===== src/design/etc_pkg.sv =====
// constants shared by the three-channel 8-bit timer block
// assumes a word-addressed classic wishbone slave, byte data in bits 7:0
`default_nettype none

package etc_pkg;

  // channel count and counter width
  localparam int NUM_CH = 3;
  localparam int CNT_W = 8;

  // register indices; byte address is four times the index
  localparam logic [15:0] MODE_IDX_BASE = 16'hFF53;
  localparam logic [15:0] MODE_IDX_STEP = 16'h0004;
  localparam logic [15:0] CMP_IDX_BASE = 16'hFF60;
  localparam logic [15:0] CNT_IDX_BASE = 16'hFF64;
  localparam logic [15:0] IRQ_STAT_IDX = 16'hFF68;
  localparam logic [15:0] IRQ_MASK_IDX = 16'hFF69;

  // mode register fields
  localparam int RUN_BIT = 7;
  localparam int CLKSEL_HI = 2;
  localparam int CLKSEL_LO = 1;
  localparam int OUTEN_BIT = 0;

  // writable bits of the mode registers; others read zero
  localparam logic [7:0] MODE_WMASK_EVT = 8'h86;
  localparam logic [7:0] MODE_WMASK_SQW = 8'h87;

  // reset values
  localparam logic [7:0] MODE_RST = 8'h00;
  localparam logic [7:0] CNT_RST = 8'h00;
  localparam logic [7:0] CMP_RST = 8'h00;

  // prescaler width and log2 of the fast and slow taps per channel
  localparam int PRESC_W = 9;
  localparam int FAST_LOG [NUM_CH] = '{6, 4, 3};
  localparam int SLOW_LOG [NUM_CH] = '{9, 8, 7};

  // count clock choices
  typedef enum logic [1:0] {
    CS_FAST = 2'h0,
    CS_SLOW = 2'h1,
    CS_RISE = 2'h2,
    CS_FALL = 2'h3
  } etc_clksel_e;

endpackage

`default_nettype wire


===== src/design/etc_timer_counters.sv =====
// three 8-bit interval timers with event counting and square-wave output
// assumes mclk free running, event and sub clock pins asynchronous to it
`default_nettype none

module etc_timer_counters
  import etc_pkg::*;
#(
  parameter int ADDR_W = 18
) (
  // clock and reset
  input  wire  logic              mclk,
  input  wire  logic              resetn,
  // classic wishbone slave
  input  wire  logic              cyc_i,
  input  wire  logic              stb_i,
  input  wire  logic              we_i,
  input  wire  logic [ADDR_W-1:0] adr_i,
  input  wire  logic [3:0]        sel_i,
  input  wire  logic [31:0]       dat_i,
  output var   logic [31:0]       dat_o,
  output var   logic              ack_o,
  // external pins
  input  wire  logic              eventInputZero,
  input  wire  logic              eventInputOne,
  input  wire  logic              subClock,
  output var   logic              squareOutput,
  // interrupt
  output var   logic              matchIrq
);

  // elaboration check: indices need 16 bits above the byte lanes
  if (ADDR_W < 18) begin : g_chk
    $error("etc_timer_counters: ADDR_W must be at least 18");
  end

  ////////////////////////////////////////////////////////////////////////
  // state
  logic [7:0]         modeReg [NUM_CH];   // mode registers
  logic [7:0]         next_mode [NUM_CH];
  logic [7:0]         cmpReg [NUM_CH];    // compare values
  logic [7:0]         next_cmp [NUM_CH];
  logic [7:0]         cnt [NUM_CH];       // counters
  logic [7:0]         next_cnt [NUM_CH];
  logic [NUM_CH-1:0]  irqStat;            // sticky match flags
  logic [NUM_CH-1:0]  next_stat;
  logic [NUM_CH-1:0]  irqMask;            // interrupt enables
  logic [NUM_CH-1:0]  next_mask;
  logic [NUM_CH-1:0]  statClr;            // write-one-to-clear strobe
  logic [NUM_CH-1:0]  tick;               // count clock pulse
  logic [NUM_CH-1:0]  match;              // compare match this cycle
  logic [PRESC_W-1:0] presc;              // free running prescaler
  logic               next_ack;
  logic [31:0]        next_dat;
  logic               next_sq;
  logic               next_irq;
  logic               wrEn;               // write takes effect now
  logic [15:0]        wIdx;               // word index of request
  logic [NUM_CH-1:0]  syncA;              // first sync stage only
  logic [NUM_CH-1:0]  syncB;              // second sync stage
  logic [NUM_CH-1:0]  syncC;              // edge history
  logic [NUM_CH-1:0]  edgeRise;
  logic [NUM_CH-1:0]  edgeFall;

  ////////////////////////////////////////////////////////////////////////
  // pin synchronisers; sub clock rides in slot 2
  always_ff @(posedge mclk or negedge resetn) begin
    if (!resetn) begin
      syncA <= '0;
      syncB <= '0;
      syncC <= '0;
      presc <= '0;
    end else begin
      syncA <= {subClock, eventInputOne, eventInputZero};
      syncB <= syncA;
      syncC <= syncB;
      presc <= presc + 1'b1;
    end
  end

  // edges seen only from the second stage onward
  assign edgeRise = syncB & ~syncC;
  assign edgeFall = ~syncB & syncC;

  ////////////////////////////////////////////////////////////////////////
  // count clock selection per channel
  always_comb begin
    for (int c = 0; c < NUM_CH; c++) begin
      unique case (etc_clksel_e'(modeReg[c][CLKSEL_HI:CLKSEL_LO]))
        CS_FAST: tick[c] = &(presc | ~((PRESC_W)'((1 << FAST_LOG[c]) - 1)));
        CS_SLOW: tick[c] = &(presc | ~((PRESC_W)'((1 << SLOW_LOG[c]) - 1)));
        // slot 2 rise is the sub clock
        CS_RISE: tick[c] = edgeRise[c];
        // falling edge events not on channel 2
        CS_FALL: tick[c] = (c < 2) ? edgeFall[c] : 1'b0;
      endcase
    end
  end

  ////////////////////////////////////////////////////////////////////////
  // register bus: one wait state, then ack for one cycle
  assign wIdx = adr_i[17:2];
  // write lands on the edge where ack is seen high
  assign wrEn = cyc_i & stb_i & we_i & ack_o & sel_i[0]
                & (adr_i[ADDR_W-1:2] == (ADDR_W-2)'(wIdx));

  always_comb begin
    next_ack  = cyc_i & stb_i & ~ack_o;
    next_dat  = 32'h0000_0000;
    next_mode = modeReg;
    next_cmp  = cmpReg;
    next_mask = irqMask;
    statClr   = '0;
    for (int c = 0; c < NUM_CH; c++) begin
      // mode register
      if (wIdx == MODE_IDX_BASE + 16'(c) * MODE_IDX_STEP) begin
        next_dat[7:0] = modeReg[c];
        // fixed zero bits are masked away
        if (wrEn) begin
          next_mode[c] = dat_i[7:0]
                         & ((c == 2) ? MODE_WMASK_SQW : MODE_WMASK_EVT);
        end
      end
      // compare register
      if (wIdx == CMP_IDX_BASE + 16'(c)) begin
        next_dat[7:0] = cmpReg[c];
        if (wrEn) begin
          next_cmp[c] = dat_i[7:0];
        end
      end
      if (wIdx == CNT_IDX_BASE + 16'(c)) begin
        next_dat[7:0] = cnt[c];
      end
    end
    // interrupt status and mask
    if (wIdx == IRQ_STAT_IDX) begin
      next_dat[NUM_CH-1:0] = irqStat;
      if (wrEn) begin
        statClr = dat_i[NUM_CH-1:0];
      end
    end
    if (wIdx == IRQ_MASK_IDX) begin
      next_dat[NUM_CH-1:0] = irqMask;
      if (wrEn) begin
        next_mask = dat_i[NUM_CH-1:0];
      end
    end
    // unmapped reads return zero, data only beside ack
    if (!next_ack) begin
      next_dat = 32'h0000_0000;
    end
  end

  ////////////////////////////////////////////////////////////////////////
  // counters, compare, square output and interrupt next state
  always_comb begin
    for (int c = 0; c < NUM_CH; c++) begin
      match[c] = 1'b0;
      if (!modeReg[c][RUN_BIT]) begin
        next_cnt[c] = CNT_RST;
      end else if (tick[c]) begin
        if (cnt[c] == cmpReg[c]) begin
          next_cnt[c] = CNT_RST;
          match[c] = 1'b1;
        end else begin
          next_cnt[c] = cnt[c] + 8'h01;
        end
      end else begin
        next_cnt[c] = cnt[c];
      end
    end
    if (!modeReg[2][OUTEN_BIT]) begin
      next_sq = 1'b0;
    end else begin
      next_sq = squareOutput ^ match[2];
    end
    // set wins over a same-cycle clear
    next_stat = (irqStat & ~statClr) | match;
    next_irq  = |(next_stat & irqMask);
  end

  // registers of the bus, channel and interrupt groups
  always_ff @(posedge mclk or negedge resetn) begin
    if (!resetn) begin
      ack_o        <= 1'b0;
      dat_o        <= 32'h0000_0000;
      squareOutput <= 1'b0;
      matchIrq     <= 1'b0;
      irqStat      <= '0;
      irqMask      <= '0;
      for (int c = 0; c < NUM_CH; c++) begin
        modeReg[c] <= MODE_RST;
        cmpReg[c]  <= CMP_RST;
        cnt[c]     <= CNT_RST;
      end
    end else begin
      ack_o        <= next_ack;
      dat_o        <= next_dat;
      // channel 2 alone drives the pin
      squareOutput <= next_sq;
      matchIrq     <= next_irq;
      irqStat      <= next_stat;
      irqMask      <= next_mask;
      modeReg      <= next_mode;
      cmpReg       <= next_cmp;
      cnt          <= next_cnt;
    end
  end
endmodule

`default_nettype wire


===== config.mk =====
export PLATFORM = sky130hd
export DESIGN_NAME = etc_timer_counters
export DESIGN_NICKNAME = d
export VERILOG_FILES = /design/src/design/etc_pkg.sv /design/src/design/etc_timer_counters.sv
export SDC_FILE = /design/constraint.sdc
export NUM_CORES = 1
export LEC_CHECK = 0
export BUFFER_PORTS_ARGS = -buffer_cell sky130_fd_sc_hd__buf_2
export CAP_MARGIN = 20
export CORE_UTILIZATION = 51
export DETAILED_ROUTE_END_ITERATION = 12
export PLACE_DENSITY = 0.8
export SYNTH_ARGS = -nofsm -noshare
export SYNTH_HDL_FRONTEND = slang
export SYNTH_SLANG_ARGS = --single-unit

===== constraint.sdc =====
create_clock -name mclk -period 2.03 [get_ports mclk]
set_input_delay 0.1015 -clock mclk [delete_from_list [all_inputs] [get_ports mclk]]
set_output_delay 0.1015 -clock mclk [all_outputs]
set_load 0.02 [all_outputs]

* Word-level counts from Yosys, hierarchy flattened
Cells that the tools add are included.
W data, S select, Z words.
** Storage, ports and cells
- Bits in registers :: 117
- Bits of input ports :: 62
- Logic and storage cells :: 117
- Output and inout port bits :: 35
** Cells by class
- $add $sub $neg :: 4
- Equal/unequal tests :: 26
- Bitwise logic cells :: 15
- Multiplexer cells :: 36
- Reduce and logical (&&, ||, !) cells :: 17
** Operators with widths (number)
- $eq A16 B16 Y1 const B :: 11
- $mux W8 :: 19
- $add A8 B1 Y8 const B :: 3
- $eq A8 B8 Y1 :: 3
- $reduce_and A2 Y1 :: 7
- $eq A2 B2 Y1 const B :: 6
- $mux W3 :: 4
- $pmux W1 S4 :: 3
- $mux W1 :: 10
- $add A9 B1 Y9 const B :: 1
- $and A3 B3 Y3 :: 3
- $reduce_and A9 Y1 :: 1
- $reduce_and A8 Y1 :: 1
- $reduce_and A7 Y1 :: 1
- $eq A2 B1 Y1 const B :: 3
- $logic_not A2 Y1 :: 3
- $ne A2 B1 Y1 const B :: 3
- $not A3 Y3 :: 2
- $reduce_and A6 Y1 :: 1
- $and A1 B1 Y1 :: 5
- $reduce_and A4 Y1 :: 1
- $or A3 B3 Y3 :: 1
- $reduce_and A3 Y1 :: 1
- $reduce_or A3 Y1 :: 1
- 4 further kinds :: 4

* Depth between registers and ports, before layout
- Depth after elaboration :: 13
- Gate-level depth with buffers :: 10

* Worst setup path after synthesis
Ideal clock, no wire load.
- Kind :: register to register
- Start point :: reg presc[0]
- End point :: reg cnt[5] in the netlist's numbering
- Slack :: 0.040 ns
- Stages on the path, launching flop included :: 7
- Clock period less this slack :: 1.990 ns
- Required time :: 1.952 ns
- Data arrival time :: 1.912 ns
- Setup time :: 0.078 ns
- Path through :: dfrtp_1 > ha_1 > nand3_1 > or4_4 > and2_4 > or4_1 > a21boi_1
** Between the ends
- Word-level cells in the longest chain between the ends :: 3
- Elaborated cells between the ends (all ways) :: 4
** Ends and longest elaborated chain
- from (decl) :: RTL line etc_timer_counters.sv:51 : logic [PRESC_W-1:0] presc;
- from (signal assigned) :: RTL line etc_timer_counters.sv:76 : presc <= presc + 1'b1;
- $reduce_and A7 Y1 or $reduce_and A3 Y1 (tied branches) :: RTL line etc_timer_counters.sv:90, etc_timer_counters.sv:89
- $pmux W1 S4 * :: RTL line etc_timer_counters.sv:88 : unique case (etc_clksel_e'(modeReg[c][CLKSEL_HI:CLKSEL_LO]))
- $ne A2 B1 Y1 (no source line) *
- to (signal assigned) :: RTL line etc_timer_counters.sv:205 : cnt <= next_cnt;
- to (decl) :: RTL line etc_timer_counters.sv:42 : logic [7:0] cnt [NUM_CH];
Mark *: on every way between the ends. The rest lies on a longest branch, timed or not.
A chain may end at the register's enable or synchronous reset.

* Final worst setup path
Same ends and word-level chain as after synthesis.

==> flow_summary_export.csv <==
group,metric,value,unit
timing,whs,0.0247,ns
logic_synthesis,synth-edff-count,0,
status,outcome,"finished, final reports clean",
placement,gp_congestion,0.915,
timing,min_period,1.99,ns
floorplan,initial_core_util,52.5,%
cells_and_area,drive_above_1_share,27.3,%
timing,worst_slew_pin_slew,0.511,ns
timing,report.final.slew_viol_count,0,
routing,wl_per_cell,19.4,um
logic_synthesis,syn_avg_cell_area,10.2,um^2
logic_synthesis,ys_ff_latch,93,
clock_tree,clk_pin_slew,0.09,ns
routing,drc,0,
routing,routed_wl,15000,um
logic_synthesis,ys_seq_area_share,43.2,%
timing,fin_worst_skew,0.0103,ns
setup_path,critPathLaunchType,"flip-flop",
pwr,p_leak,0.00304,uW
routing,viasPerCell,6.13,
floorplan,io_pins,97,
cells_and_area,utilization,62.2,%
timing,tns,0,ns
logic_synthesis,synth_top_cell_by_area,"dfrtp_1",
logic_synthesis,netlist_area,5390,um^2
setup_path,endpoint_kind,"flip-flop",
logic_synthesis,synth_area_leaders,"dfrtp_1, mux2_2, xor2_1",
clock_tree,root_buffer,"clkbuf_8",
routing,drtIter0Drc,443,
setup_path,arrival,2.30,ns
timing,final-setup-viol-count,0,
setup_path,path_max_fanout,4,
cells_and_area,n_antenna_cell,0,
clock_tree,htree_levels,3,
timing,rsz0062_at_grt,"yes",
clock_tree,clock_sinks,93,
routing,first_pass_iters,5,
placement,dp_hpwl,11100,um
global_route,antenna_found_initial,1,
floorplan,die-area,11000,um^2
floorplan,die_x,105,um
logic_synthesis,syn_inst,529,
clock_tree,cts_tree,"done",
pwr,peakVddDrop,0.000348,V
logic_synthesis,ys_async_sr_fraction,100,%
job,maxCapViolations,0,
global_route,grt_usage,28.3,%
logic_synthesis,synth_flop_cell,"dfrtp_1",
routing,antenna_left,0,
global_route,overflow,0,
logic_synthesis,synth_cell_types,79,
timing,max_freq,502,MHz
floorplan,row_count,37,
cells_and_area,fillCellCount,859,
pwr,power_density,538,nW/um^2
floorplan,dieHeight,105,um
clock_tree,clockBufferDepth,2,
logic_synthesis,synth_top_cell_area_share,43.2,%
timing,min_period_over_period,98.2,%
clock_tree,insertion_delay,0.38,ns
logic_synthesis,yosys_warnings,0,
cells_and_area,final_nets,701,
floorplan,coreArea,10300,um^2
global_route,grt_pass1_vias,4587,
clock_tree,tritoncts.num_buffers,9,
timing,final_hold_viol_count,0,
timing,slew_headroom,65.6,%
global_route,grt_pass1_wl,23700,um
global_route,grt_max_degree,31,
setup_path,required,2.34,ns
worst_hold_path,hp-class,"input pin to flip-flop",
setup_path,worstSetupPathType,"flip-flop to flip-flop",
cells_and_area,area_growth,18.6,%
routing,via_count,4746,
placement,io_buffers,43,
==> synthesized netlist by cell type, types with 4 or more instances <==
cell type and n:
nand4_1 7, buf_4 25, a22oi_1 6, ha_1 6
nand3_1 22, nor3_1 5, nand2b_1 6, o31ai_1 5
nor4_1 8, xor2_1 26, and2_1 5, nand3b_1 6
a211o_1 5, a22o_1 6, o21ai_0 31, a21boi_0 8
a211oi_1 7, mux2_2 28, buf_2 5, o22ai_1 8
nor2b_1 10, inv_1 16, dfrtp_1 93, and4_1 8
nand2_1 37, clkbuf_1 8, nor2_1 16, and3_1 10
a221o_1 4, a21oi_1 21
==> cell type report <==
cell class | count | area [um^2] | area share [%]
Tap cell | 136 | 170 | 2.66
Sequential cell | 93 | 2330 | 36.4
Timing Repair Buffer | 110 | 751 | 11.7
Clock inverter | 5 | 65.1 | 1.02
Inverter | 17 | 63.8 | 0.998
Multi-Input combinational cell | 402 | 2880 | 45.0
Clock buffer | 11 | 141 | 2.21
==> state kept, by name, summed over array words and instances, names as in the netlist, 8 cells and up <==
name and flops:
cnt 24, modeReg 10, presc 9, dat_o 8
cmpReg 24
==> per-stage QoR <==
stage,cells,cell area (um^2),total power [uW],worst slack (ns)
floorplan,552,5480,2050,0.0399
global placement,746,6030,2140,0.0142
detailed placement,746,6030,2140,-0.0795
CTS,773,6380,3450,-0.0271
global route,774,6400,3550,-0.0891
finish,774,6400,3440,0.0375
==> routing by layer <==
metal	wire [um]	GRT usage, %	vias up
met1	6420	36.6	2342
li1	-	-	2141
met3	1040	5.68	47
met4	589	15.0	2
met2	6920	44.9	214
met5	12	0	-
==> logic make-up after synthesis <==
| logic type | count (synthesis) | synth area share (%) |
|---|---|---|
| AOI/OAI and AO/OA | 132 | 16.8 |
| xor gates and xnor gates | 29 | 4.71 |
| adders and majority gates | 6 | 1.39 |
| buffers and inverters | 57 | 5.96 |
| DFF | 93 | 43.2 |
| muxes | 33 | 6.82 |
| other | 1 | 0.0695 |
| and+or+nand+nor | 178 | 21.1 |
==> worst paths after layout <==
path                           from         end  slack [ns]  depth (start not counted)
setup / recovery           presc[0]      cnt[5]        0.04                          6
hold / removal             dat_i[3]  cmpReg[19]        0.02                          2
setup reg to reg           presc[0]      cnt[5]        0.04                          6
hold reg to reg            syncA[2]    syncB[2]        0.36                          0
max in group asynchronous    resetn      cnt[5]        1.23                          3
min in group asynchronous    resetn   cmpReg[5]        0.21                          2
==> where the power goes <==
group	internal [uW]	total (uW)	switching (uW)
Sequential	1860	1870	4.74
Combinational	78.0	253	175
Clock	620	1320	702
Total	2560	3440	882
==> cells in the final DEF (no fill, tap or decap), types with 20 or more instances in the layout <==
| master | count |
|---|---|
| a21oi_1 | 20 |
| buf_2 | 42 |
| buf_4 | 60 |
| conb_1 | 24 |
| dfrtp_1 | 93 |
| mux2_2 | 28 |
| nand2_1 | 37 |
| nand3_1 | 21 |
| o21ai_0 | 31 |
| xor2_1 | 26 |
==> what timing repair did <==
item	CTS	global route
endpoints found under the hold margin	36	0
hold buffers	7	0
setup buffers	4	1
pin swaps	4	6
resized for setup	7	5
setup endpoints to repair	7	15
==> worst max-delay path, cell delays in order (launching register included) <==
cell and delay, ns:
dfrtp_1 0.41, ha_4 0.17, nand3_4 0.09, or4_4 0.44, and2_4 0.16, or4_4 0.49
a21boi_2 0.16
Power figures use the tool's default switching activity.
